===== src/shared/irq_ctrl_regs.svh =====
// Purpose: addresses, field positions, reset values and counts
// Assumes: 8-bit data memory space, 15-bit program counter
// Notes: included by bare name
`ifndef IRQ_CTRL_REGS_SVH
`define IRQ_CTRL_REGS_SVH

`define ADDR_MOD_CMP_CTRL      8'hcc
`define ADDR_TIMER_SERIAL_CTRL 8'hee
`define ADDR_STATUS_WORD       8'hef
`define ADDR_STACK_PTR         8'hfd

`define RESET_MOD_CMP_CTRL      8'h00
`define RESET_TIMER_SERIAL_CTRL 8'h00
`define RESET_STATUS_WORD       8'h00
`define RESET_STACK_PTR         8'h6f

`define BIT_TIMER_PENDING 5
`define BIT_EXT_PENDING   3
`define MASK_MOD_CMP_WRITABLE 8'hf4

`define IRQ_VECTOR       15'h00ff
`define ACK_CYCLES       7
`define ACK_HOLD_CYCLES  3'h3
`define UNMAPPED_READ    8'hff
`define UNMAPPED_FETCH   8'h00
`define OPCODE_SOFT_IRQ  8'h00
`define STACK_STEP       8'h01

`define SERIAL_DIV_2 4'h2
`define SERIAL_DIV_4 4'h4
`define SERIAL_DIV_8 4'h8

`endif


===== src/shared/irq_ctrl_pkg.sv =====
// Purpose: types shared by the interrupt and control register block
// Assumes: field order follows the register bit order, bit 7 first
// Notes: none
package irq_ctrl_pkg;

	typedef enum logic [7:0] {
		S_IDLE  = 8'h01,
		S_PUSHL = 8'h02,
		S_PUSHH = 8'h04,
		S_VECT  = 8'h08,
		S_HOLD  = 8'h10,
		S_POPH  = 8'h20,
		S_POPL  = 8'h40,
		S_RETLD = 8'h80
	} seq_state_t;

	typedef struct packed {
		logic halfCarryFlag;
		logic carry;
		logic timerIrqPending;
		logic timerIrqEnable;
		logic extIrqPending;
		logic serialBusy;
		logic extIrqEnable;
		logic globalIrqEnable;
	} status_word_t;

	typedef struct packed {
		logic [2:0] timerMode;
		logic       timerRun;
		logic       serialPinSelect;
		logic       extEdgeSelect;
		logic       serialDivHi;
		logic       serialDivLo;
	} timer_serial_ctrl_t;

	typedef struct packed {
		logic [2:0] modulatorMode;
		logic       comparatorEnable;
		logic       comparatorResult;
		logic       comparatorOutEnable;
		logic       watchdogUnderflowFlag;
		logic       unused0;
	} mod_cmp_ctrl_t;

	typedef struct packed {
		logic returnInstr;
		logic returnSkipInstr;
		logic returnIrqInstr;
	} return_kind_t;

	typedef struct packed {
		logic [7:0] addr;
		logic [7:0] wrData;
		logic       wrEn;
		logic       rdEn;
	} mem_req_t;

endpackage


===== src/hw/irq_control_regs.sv =====
// Purpose: interrupt sequencing and core control registers
// Assumes: clk_sys is the instruction-cycle clock; core stalls on seqBusy
// Notes: memory reads answer one cycle after the request
//
// Overview of operation
// - acknowledge pushes PC, SP minus two, vectors
// - every return pops PC, then SP plus two
// - interrupt return also sets the global enable
// - software interrupt leaves the global enable alone
// - enable re-arms nesting; only software clears pending
// - acknowledge may start while an enable clears
// - missing program bytes read zero, opcode zero traps
// - missing data bytes read all ones
// - stack grows down; unbalanced return pops ones
// - timer mode bits on top, then run bit
// - serial select routes two port pins
// - low two bits pick serial divisor 2/4/8
// - status word bit layout, half-carry down to enable
// - timer pending on underflow or capture
// - status word shows serial shifter busy
// - carry changes always update half-carry too
// - second control register layout with read-only bits
// - edge select zero rising, one falling
// - per-source enables gate sources under global enable
`timescale 1ns/100ps
`include "irq_ctrl_regs.svh"
module irq_control_regs (
	// clock and reset
	input  wire logic                 clk_sys,
	input  wire logic                 resetn,
	// data memory port
	input  wire irq_ctrl_pkg::mem_req_t memReq,
	input  wire logic [7:0]           otherRdData,
	input  wire logic                 otherRdHit,
	output logic [7:0]                memRdData,
	// program fetch
	input  wire logic                 fetchEn,
	input  wire logic [7:0]           romRdData,
	input  wire logic                 romRdHit,
	output logic [7:0]                fetchData,
	// core sequencing
	input  wire logic                 instrBoundary,
	input  wire irq_ctrl_pkg::return_kind_t retKind,
	input  wire logic [14:0]          pcNow,
	output logic                      seqBusy,
	output logic                      pcLoad,
	output logic [14:0]               pcLoadValue,
	output logic                      skipNext,
	// alu flags
	input  wire logic                 aluFlagWe,
	input  wire logic                 aluCarry,
	input  wire logic                 aluHalfCarry,
	// stack access
	output irq_ctrl_pkg::mem_req_t    stackReq,
	input  wire logic [7:0]           stackRdData,
	input  wire logic                 stackRdHit,
	// events and status
	input  wire logic                 extIrqPin,
	input  wire logic                 timerUnderflow,
	input  wire logic                 timerCapture,
	input  wire logic                 serialBusy,
	input  wire logic                 watchdogUnderflow,
	input  wire logic                 comparatorPin,
	// configuration
	output logic [2:0]                timerMode,
	output logic                      timerRun,
	output logic                      portPinFiveIsClock,
	output logic                      portPinFourIsData,
	output logic [3:0]                serialClkDiv,
	output logic [2:0]                modulatorMode,
	output logic                      comparatorEnable,
	output logic                      comparatorPinOut
);
	import irq_ctrl_pkg::*;

	seq_state_t         state;
	seq_state_t         next_state;
	status_word_t       processor_status_word;
	status_word_t       next_psw;
	timer_serial_ctrl_t tsc;
	timer_serial_ctrl_t next_tsc;
	mod_cmp_ctrl_t      mcc;
	mod_cmp_ctrl_t      next_mcc;
	logic [7:0]         sp;
	logic [7:0]         next_sp;
	logic [14:0]        savedPc;
	logic [14:0]        next_savedPc;
	logic [2:0]         holdCnt;
	logic [2:0]         next_holdCnt;
	logic [6:0]         popHi;
	logic [6:0]         next_popHi;
	return_kind_t       retLatched;
	return_kind_t       next_retLatched;
	logic               clearGie;
	logic               softAck;
	logic               irqRequest;
	logic               softTrap;
	logic               next_seqBusy;
	logic               next_pcLoad;
	logic [14:0]        next_pcLoadValue;
	logic               next_skipNext;
	mem_req_t           next_stackReq;
	logic [7:0]         stackByte;
	logic [7:0]         next_memRdData;
	logic [7:0]         next_fetchData;
	logic [3:0]         next_serialClkDiv;
	logic               next_comparatorPinOut;
	logic               cmpSync1;
	logic               cmpSync2;
	logic               extPendingFlag;
	logic               timerPendingFlag;
	logic               statusWrite;

	assign statusWrite = memReq.wrEn && memReq.addr == `ADDR_STATUS_WORD;

	irq_source_flags u_flags (
		.clk_sys        (clk_sys),
		.resetn         (resetn),
		.extIrqPin      (extIrqPin),
		.extEdgeSelect  (tsc.extEdgeSelect),
		.timerUnderflow (timerUnderflow),
		.timerCapture   (timerCapture),
		.swWrite        (statusWrite),
		.swExtPending   (memReq.wrData[`BIT_EXT_PENDING]),
		.swTimerPending (memReq.wrData[`BIT_TIMER_PENDING]),
		.extIrqPending  (extPendingFlag),
		.timerIrqPending(timerPendingFlag)
	);

	// sequencer
	always_comb begin
		// decision uses current enables, so a clearing write still loses
		irqRequest = processor_status_word.globalIrqEnable &
		             ((processor_status_word.extIrqEnable & processor_status_word.extIrqPending) |
		              (processor_status_word.timerIrqEnable & processor_status_word.timerIrqPending));
		softTrap = fetchData == `OPCODE_SOFT_IRQ;
		// absent stack bytes read as ones, so a stray pop jumps to 7fff
		stackByte = stackRdHit ? stackRdData : `UNMAPPED_READ;
		next_state = state;
		next_holdCnt = holdCnt;
		next_savedPc = savedPc;
		next_popHi = popHi;
		next_retLatched = retLatched;
		clearGie = 1'b0;
		softAck = 1'b0;
		next_pcLoad = 1'b0;
		next_pcLoadValue = pcLoadValue;
		next_skipNext = 1'b0;
		case (state)
			S_IDLE: begin
				if (instrBoundary) begin
					if (softTrap) begin
						softAck = 1'b1;
						next_savedPc = pcNow;
						next_state = S_PUSHL;
					end else if (irqRequest) begin
						clearGie = 1'b1;
						next_savedPc = pcNow;
						next_state = S_PUSHL;
					end else if (|retKind) begin
						next_retLatched = retKind;
						next_state = S_POPH;
					end
				end
			end
			S_PUSHL: next_state = S_PUSHH;
			S_PUSHH: begin
				next_state = S_VECT;
				next_pcLoad = 1'b1;
				next_pcLoadValue = `IRQ_VECTOR;
			end
			S_VECT: begin
				next_state = S_HOLD;
				next_holdCnt = `ACK_HOLD_CYCLES;
			end
			S_HOLD: begin
				next_holdCnt = holdCnt - 3'h1;
				if (holdCnt == 3'h1)
					next_state = S_IDLE;
			end
			S_POPH: begin
				next_popHi = stackByte[6:0];
				next_state = S_POPL;
			end
			S_POPL: begin
				next_pcLoad = 1'b1;
				next_pcLoadValue = {popHi, stackByte};
				next_skipNext = retLatched.returnSkipInstr;
				next_state = S_RETLD;
			end
			S_RETLD: next_state = S_IDLE;
			default: next_state = S_IDLE;
		endcase
		next_seqBusy = next_state != S_IDLE;
	end

	// registers, stack pointer and read mux
	always_comb begin
		next_psw = processor_status_word;
		next_tsc = tsc;
		next_mcc = mcc;
		next_sp = sp;
		if (memReq.wrEn) begin
			case (memReq.addr)
				`ADDR_TIMER_SERIAL_CTRL: next_tsc = memReq.wrData;
				`ADDR_STATUS_WORD:       next_psw = memReq.wrData;
				`ADDR_MOD_CMP_CTRL:
					next_mcc = (memReq.wrData & `MASK_MOD_CMP_WRITABLE) |
					           (mcc & ~`MASK_MOD_CMP_WRITABLE);
				`ADDR_STACK_PTR:         next_sp = memReq.wrData;
				default: next_sp = sp;
			endcase
		end
		if (aluFlagWe) begin
			next_psw.carry = aluCarry;
			next_psw.halfCarryFlag = aluHalfCarry;
		end
		// pending flags are owned by the flag block, never cleared here
		next_psw.extIrqPending = extPendingFlag;
		next_psw.timerIrqPending = timerPendingFlag;
		next_psw.serialBusy = serialBusy;
		next_mcc.comparatorResult = cmpSync2;
		next_mcc.watchdogUnderflowFlag = watchdogUnderflow;
		next_mcc.unused0 = 1'b0;
		if (clearGie)
			next_psw.globalIrqEnable = 1'b0;
		if (state == S_RETLD && retLatched.returnIrqInstr)
			next_psw.globalIrqEnable = 1'b1;
		if (state == S_PUSHL || state == S_PUSHH)
			next_sp = sp - `STACK_STEP;
		if (state == S_RETLD)
			next_sp = sp + `STACK_STEP + `STACK_STEP;
		next_stackReq = '0;
		if (next_state == S_PUSHL || next_state == S_PUSHH) begin
			next_stackReq.wrEn = 1'b1;
			next_stackReq.addr = next_sp;
			next_stackReq.wrData = (next_state == S_PUSHL) ?
			    next_savedPc[7:0] : {1'b0, next_savedPc[14:8]};
		end else if (next_state == S_POPH || next_state == S_POPL) begin
			next_stackReq.rdEn = 1'b1;
			next_stackReq.addr = next_sp +
			    ((next_state == S_POPH) ? `STACK_STEP : 8'h02);
		end
		case (memReq.addr)
			`ADDR_TIMER_SERIAL_CTRL: next_memRdData = tsc;
			`ADDR_STATUS_WORD:       next_memRdData = processor_status_word;
			`ADDR_MOD_CMP_CTRL:      next_memRdData = mcc;
			`ADDR_STACK_PTR:         next_memRdData = sp;
			default: next_memRdData = otherRdHit ? otherRdData
			                                     : `UNMAPPED_READ;
		endcase
		if (!memReq.rdEn)
			next_memRdData = memRdData;
		next_fetchData = fetchData;
		if (fetchEn)
			next_fetchData = romRdHit ? romRdData : `UNMAPPED_FETCH;
		case ({next_tsc.serialDivHi, next_tsc.serialDivLo})
			2'b00:   next_serialClkDiv = `SERIAL_DIV_2;
			2'b01:   next_serialClkDiv = `SERIAL_DIV_4;
			default: next_serialClkDiv = `SERIAL_DIV_8;
		endcase
		// pin stays low unless both enables are set
		next_comparatorPinOut = next_mcc.comparatorEnable &
		    next_mcc.comparatorOutEnable & cmpSync2;
	end

	always_ff @(posedge clk_sys) begin
		if (!resetn) begin
			state <= S_IDLE;
			holdCnt <= 3'h0;
			savedPc <= 15'h0000;
			popHi <= 7'h00;
			retLatched <= '0;
			processor_status_word <= `RESET_STATUS_WORD;
			tsc <= `RESET_TIMER_SERIAL_CTRL;
			mcc <= `RESET_MOD_CMP_CTRL;
			sp <= `RESET_STACK_PTR;
			seqBusy <= 1'b0;
			pcLoad <= 1'b0;
			pcLoadValue <= 15'h0000;
			skipNext <= 1'b0;
			stackReq <= '0;
			memRdData <= 8'h00;
			fetchData <= 8'h01;
			serialClkDiv <= `SERIAL_DIV_2;
			comparatorPinOut <= 1'b0;
			cmpSync1 <= 1'b0;
			cmpSync2 <= 1'b0;
		end else begin
			state <= next_state;
			holdCnt <= next_holdCnt;
			savedPc <= next_savedPc;
			popHi <= next_popHi;
			retLatched <= next_retLatched;
			processor_status_word <= next_psw;
			tsc <= next_tsc;
			mcc <= next_mcc;
			sp <= next_sp;
			seqBusy <= next_seqBusy;
			pcLoad <= next_pcLoad;
			pcLoadValue <= next_pcLoadValue;
			skipNext <= next_skipNext;
			stackReq <= next_stackReq;
			memRdData <= next_memRdData;
			fetchData <= next_fetchData;
			serialClkDiv <= next_serialClkDiv;
			comparatorPinOut <= next_comparatorPinOut;
			cmpSync1 <= comparatorPin;
			cmpSync2 <= cmpSync1;
		end
	end

	assign timerMode = tsc.timerMode;
	assign timerRun = tsc.timerRun;
	assign portPinFiveIsClock = tsc.serialPinSelect;
	assign portPinFourIsData = tsc.serialPinSelect;
	assign modulatorMode = mcc.modulatorMode;
	assign comparatorEnable = mcc.comparatorEnable;
endmodule // irq_control_regs


===== src/hw/irq_source_flags.sv =====
// Purpose: external edge detect and the two sticky pending flags
// Assumes: external pin is asynchronous, timer events are clk_sys pulses
// Notes: software clears the flags; a same-cycle event wins
`timescale 1ns/100ps
module irq_source_flags (
	// clock and reset
	input  wire logic clk_sys,
	input  wire logic resetn,
	// sources
	input  wire logic extIrqPin,
	input  wire logic extEdgeSelect,
	input  wire logic timerUnderflow,
	input  wire logic timerCapture,
	// software write of the status word
	input  wire logic swWrite,
	input  wire logic swExtPending,
	input  wire logic swTimerPending,
	// flags
	output logic      extIrqPending,
	output logic      timerIrqPending
);
	import irq_ctrl_pkg::*;

	logic extSync1;
	logic extSync2;
	logic extPrev;
	logic extEdge;
	logic next_extIrqPending;
	logic next_timerIrqPending;

	always_comb begin
		// edge select low picks rising, high picks falling
		extEdge = extEdgeSelect ? (extPrev & ~extSync2)
		                        : (~extPrev & extSync2);
		next_extIrqPending = extIrqPending;
		next_timerIrqPending = timerIrqPending;
		if (swWrite) begin
			next_extIrqPending = swExtPending;
			next_timerIrqPending = swTimerPending;
		end
		// set wins over a clear in the same cycle
		if (extEdge)
			next_extIrqPending = 1'b1;
		if (timerUnderflow | timerCapture)
			next_timerIrqPending = 1'b1;
	end

	always_ff @(posedge clk_sys) begin
		if (!resetn) begin
			extSync1 <= 1'b0;
			extSync2 <= 1'b0;
			extPrev <= 1'b0;
			extIrqPending <= 1'b0;
			timerIrqPending <= 1'b0;
		end else begin
			extSync1 <= extIrqPin;
			extSync2 <= extSync1;
			extPrev <= extSync2;
			extIrqPending <= next_extIrqPending;
			timerIrqPending <= next_timerIrqPending;
		end
	end

endmodule // irq_source_flags


===== config.mk =====
export PLATFORM = sky130hd
export DESIGN_NAME = irq_control_regs
export DESIGN_NICKNAME = d
export VERILOG_FILES = /design/src/shared/irq_ctrl_pkg.sv /design/src/hw/irq_control_regs.sv /design/src/hw/irq_source_flags.sv
export VERILOG_INCLUDE_DIRS = /design/src /design/src/shared
export SDC_FILE = /design/constraint.sdc
export NUM_CORES = 1
export LEC_CHECK = 0
export ABC_AREA = 1
export BUFFER_PORTS_ARGS = -buffer_cell sky130_fd_sc_hd__buf_4
export CORE_MARGIN = 4
export CORE_UTILIZATION = 45
export CTS_BUF_LIST = sky130_fd_sc_hd__clkbuf_2
export DETAILED_ROUTE_END_ITERATION = 16
export PLACE_DENSITY_LB_ADDON = 0.1
export SETUP_SLACK_MARGIN = 0.5
export SLEW_MARGIN = 0
export SYNTH_ARGS = -nofsm -noshare
export SYNTH_HDL_FRONTEND = slang
export SYNTH_HIERARCHICAL = 1
export SYNTH_SLANG_ARGS = --single-unit

===== constraint.sdc =====
create_clock -name clk_sys -period 8.6 [get_ports clk_sys]
set_clock_uncertainty 0.2 [all_clocks]
set_input_delay 1.72 -clock clk_sys [delete_from_list [all_inputs] [get_ports clk_sys]]
set_output_delay 1.72 -clock clk_sys [all_outputs]
set_load 0.005 [all_outputs]

Word-level counts from Yosys, hierarchy flattened
Cells that the tools add are included. W data, S select, Z words.

RAM bits: 0. Register bits after elaboration: 131. Output and inout bits: 67. Memories: 0. Logic and storage cells: 159. Bits in latches: 0. Bits in read-only memories: 0.

Order comparisons: 0. Multiplexer cells: 46. Add/sub/neg operators: 5. $mul: 0. Div/mod/pow operators: 0. Equal/unequal tests: 19. Bitwise gates (word level): 15. Shift-type cells: 0. Reduce and logical (&&, ||, !) cells: 27.

Operators by type and width (count): $mux W8 (16); $mux W15 (4); $pmux W8 S7 (1); $eq A8 B8 Y1 const B (5); $pmux W8 S4 (1); $pmux W15 S2 (1); $add A8 B1 Y8 const B (2); $eq A8 B2 Y1 const B (2); $eq A8 B3 Y1 const B (2); $eq A8 B6 Y1 const B (2); $eq A8 B7 Y1 const B (2); $mux W1 (14); $reduce_and A2 Y1 (7); $reduce_bool A2 Y1 (6); $mux W5 (2); $add A8 B2 Y8 (1); $eq A8 B1 Y1 const B (1); $eq A8 B4 Y1 const B (1); $eq A8 B5 Y1 const B (1); $logic_not A8 Y1 (1); $mux W2 (4); $ne A8 B1 Y1 const B (1); $or A8 B4 Y8 (1); $pmux W4 S2 (1); other kinds (17) (33).

Logic depth before layout (Yosys ltp)
Depth after elaboration: 12. Gate-level depth with buffers: 20.

Cells and area by module
Netlist, hierarchy kept.

Modules (own cells, without submodules): irq_control_regs (cells each 729, sequential area each 2342.2 sq um, instances 1, area an instance 5392.7 sq um); irq_source_flags (cells each 31, sequential area each 100.1 sq um, instances 1, area an instance 202.7 sq um).

Least setup slack after synthesis
OpenSTA, ideal clock, no wires.

Kind: input to register. Start: input memReq[11] (netlist name). End: register stackReq[16] (netlist name). Stages on the path: 19. Library setup time: 64 ps. Data arrival time: 3745 ps. Slack: 4591 ps. Cell sequence: inv_1 > nand3_1 > nor2_4 > nand3_2 > nand2_1 > o21ai_0 > o21ai_0 > o21ai_0 > inv_1 > ha_1 > inv_1 > fa_1 > inv_1 > nand3_2 > nor2_2 > nand3_1 > nand2_1 > inv_1 > nor2_1.

Longest elaborated chain between the ends: 8.

RTL lines: from (decl) (RTL line irq_control_regs.sv:32) `input wire irq_ctrl_pkg::mem_req_t memReq,`; $eq A8 B8 Y1 (RTL line irq_control_regs.sv:204) `case (memReq.addr)`; $mux W8 (RTL line irq_control_regs.sv:204); $mux W8 (RTL line irq_control_regs.sv:203) `if (memReq.wrEn) begin`; $mux W8 (RTL line irq_control_regs.sv:229) `if (state == S_PUSHL || state == S_PUSHH)`; $mux W8 (RTL line irq_control_regs.sv:231) `if (state == S_RETLD)`; named net next_sp[0] (RTL line irq_control_regs.sv:85) `logic [7:0] next_sp;`; $add A8 B2 Y8 (RTL line irq_control_regs.sv:241) `next_stackReq.addr = next_sp +`; $mux W8 (RTL line irq_control_regs.sv:239) `end else if (next_state == S_POPH || next_state == S_POPL) begin`; $mux W8 (RTL line irq_control_regs.sv:234) `if (next_state == S_PUSHL || next_state == S_PUSHH) begin`; to (signal assigned) (RTL line irq_control_regs.sv:303) `stackReq <= next_stackReq;`; to (decl) (RTL line irq_control_regs.sv:54) `output irq_ctrl_pkg::mem_req_t stackReq,`.

The timed path passes the listed nets, and every way through them passes these cells. A chain may end at the register's enable or synchronous reset.

Final worst setup path
Same ends and word-level chain as after synthesis.

==> results_dict.tcl <==
set metrics [dict create \
    status "completed" \
    synthesis.nets 845 \
    place_congestion 0.900 \
    clkPwrFrac 0.365 \
    fillers 1221 \
    post_cts_buffers 0 \
    critPathMaxFanout 10 \
    p_per_area_nw_per_um2 165 \
    layout.nets 974 \
    rows 40 \
    drc 0 \
    cp-end-kind "flop" \
    wl_per_cell_um 13.7 \
    dr.pass1.iters 5 \
    multi_input_area_um2 2580 \
    grt_max_degree 46 \
    slew_violations 0 \
    timing.final.crit_share 0.437 \
    ys_seq_elements 122 \
    crit_buf_inv 6 \
    synth_edf_count 0 \
    cts_hold_buffers 0 \
    path_class "in2reg" \
    cp_slowest_cell "fa_1" \
    synth_area_um2 5600 \
    die_w_um 120 \
    ys_async_sr_fraction 0 \
    htreeDepth 4 \
    startpoint_type "input pin" \
    grt-ovfl-total 0 \
    fin_util 0.577 \
    synthFlopType "dfxtp_1" \
    cts_sinks 122 \
    share_seq_of_total_power 0.515 \
    finalHoldViolCount 0 \
    grt_pass1_vias 5300 \
    numCtsBuffers 17 \
    cts_resized 0 \
    hold_path.class "reg2reg" \
    switchingPower_uw 311 \
    period_minus_slack_ns 3.76 \
    p_leak_nw 3.17 \
    cts.path.max_buffers 2 \
    drtIter0Drc 274 \
    cp_cell_sequence "buf_4 > inv_1 > nand3_1 > nor2_4 > nand3_2 > nand2_1 > o21ai_0 > o21ai_0 > o21ai_0 > inv_1 > ha_1 > inv_1 > fa_1 > inv_1 > nand3_2 > nor2_2 > nand3_1 > nand2_1 > inv_1 > nor2_1" \
    yosysUniqueCellTypes 45 \
    root_buffer "clkbuf_2" \
    syn2layout_area_growth_pct 24.9 \
    slew_headroom 0.610 \
    initial_core_util 0.462 \
    via_count 5360 \
    tightest_slew_ns 0.584 \
    drv_cap 0 \
    io_pins 143 \
    synth.top_cell.area_share 0.436 \
    drive_gt1_frac 0.243 \
    synth_top_cell_by_area "dfxtp_1" \
    fmax_ghz 0.266 \
    die-height_um 120 \
    critical_path.top_delay_family "simple AND/OR/NAND/NOR gates" \
    io_buffers 141 \
    drt_wl_total_um 14700 \
    ys_warn_count 6 \
    switching_share 0.270 \
    antenna_found_initial 0 \
    cp.arrival_ns 4.22 \
    timing.setup.tns_ns 0 \
    grt.total_usage 0.213 \
    cp.required_ns 9.07 \
    cts_tree "yes" \
    ys_top_cells_by_area "dfxtp_1 44%, nand2_1 11%, inv_1 6.2%, a21oi_1 6.2%, nor2_1 5.0%" \
    cp_common_cell "inv_1" \
    final_common_cell "nand2_1" \
    rsz0062_at_grt "false" \
    syn_inst 760 \
    grt_first_pass_wirelength_um 24900 \
    final-seq-area_um2 2440 \
    avgSynthCellArea_um2 7.36 \
    ys_seq_area_frac 0.436 \
    path_clk_slew_ns 0.19 \
    vdd_drop_max_uv 110 \
    finalSetupViolations 0 \
    pwr-share-comb 0.120 \
    drtAntennaViolNets 0 \
    slowest_delay_ns 0.36 \
    vias_per_cell 5.01 \
    power.internal_uw 842 \
    most-common-layout-cells "157 x nand2_1, 142 x buf_4, 122 x dfxtp_1, 92 x inv_1, 74 x nor2_1" \
    num_antenna_cells 0 \
    detailedPlacementHpwl_um 11200 \
    clkLatencyLatePin_ns 0.71 \
    core_area_um2 12100 \
    dieArea_um2 14300 \
]
## worst reg2reg max path: stages, from the launching register on
cell     delay (ns)
dfxtp_1        0.35
inv_1          0.11
nand2_1        0.10
nor2_1         0.17
nand2_4        0.13
nand2_2        0.22
inv_1          0.18
nor2_1         0.11
o21ai_0        0.08
o21ai_0        0.15
inv_1          0.14
fa_1           0.44
inv_1          0.09
nand3_2        0.09
nor2_2         0.16
nand3_1        0.11
nand2_1        0.07
inv_1          0.03
nor2_1         0.08
## logic make-up (layout without fill, tap and decap cells)
family	count (synthesis)	after routing	synth area share
buf+inv	138	280	0.102
compound gates	151	151	0.149
fa+ha+maj	9	9	0.0215
other cells	1	1	0.000670
flops	122	122	0.436
simple gates	336	336	0.285
xor+xnor	3	3	0.00470
## power groups by stage
stage / Clock [mW] / Combinational (mW) / Sequential, mW
global route: 0.459 / 0.156 / 0.597
global placement: 0 / 0.137 / 0.606
finish: 0.420 / 0.138 / 0.594
CTS: 0.434 / 0.140 / 0.595
floorplan: 0 / 0.0767 / 0.605
detailed placement: 0 / 0.140 / 0.606
## through the flow
stage	cells	hold WS [ns]	power, mW	area [um^2]	setup slack [ns]
4_1_cts	1070	0.241	1.17	6990	4.91
5_1_grt	1070	0.256	1.21	6990	4.61
3_3_place_gp	1038	0.199	0.743	6700	4.26
3_5_place_dp	1038	0.207	0.746	6700	4.13
2_1_floorplan	760	0.190	0.682	5600	4.59
6_report	1070	0.236	1.15	6990	4.84
## state kept, by name, indices dropped and copies added, names as in the netlist, 7 cells and up
register / flops
stackReq: 18
pcLoadValue: 15
fetchData: 8
memRdData: 8
processor_status_word: 8
savedPc: 8
sp: 8
state: 8
popHi: 7
## routing by layer
layer  vias to the layer above  track usage  share of wire
li1                       2729            -              -
met4                         0       0.0616          0.020
met1                      2403        0.261           0.42
met5                         -            0              0
met2                       196        0.358           0.48
met3                        32       0.0688          0.084
## final timing paths
path,from,end,slack [ns],cells after the start
min reg2reg,cmpSync1$_SDFF_PN0_,cmpSync2$_SDFF_PN0_,0.24,2
min,cmpSync1$_SDFF_PN0_,cmpSync2$_SDFF_PN0_,0.24,2
max,memReq[11],stackReq[16]$_SDFF_PN0_,4.84,20
max reg2reg,state[1]$_SDFF_PN0_,stackReq[16]$_SDFF_PN0_,5.54,18
## cells in the mapped netlist (8+ instances only)
cell type,number
o21ai_0,48
nand3_1,44
clkbuf_1,16
a21oi_1,69
inv_2,13
nor3_1,13
o22ai_1,14
buf_4,9
nor2_1,74
ha_1,8
inv_1,93
o31ai_1,8
nand2_1,157
nand4_1,15
dfxtp_1,122
## area by class of cell
class / instances / area share
clock inverter: 13 / 0.0276
multi-input combinational: 500 / 0.370
timing repair buffer: 142 / 0.153
tap: 168 / 0.0301
clock buffer: 19 / 0.0136
sequential: 122 / 0.350
inverter: 106 / 0.0569
(Power assumes the default switching activity.)
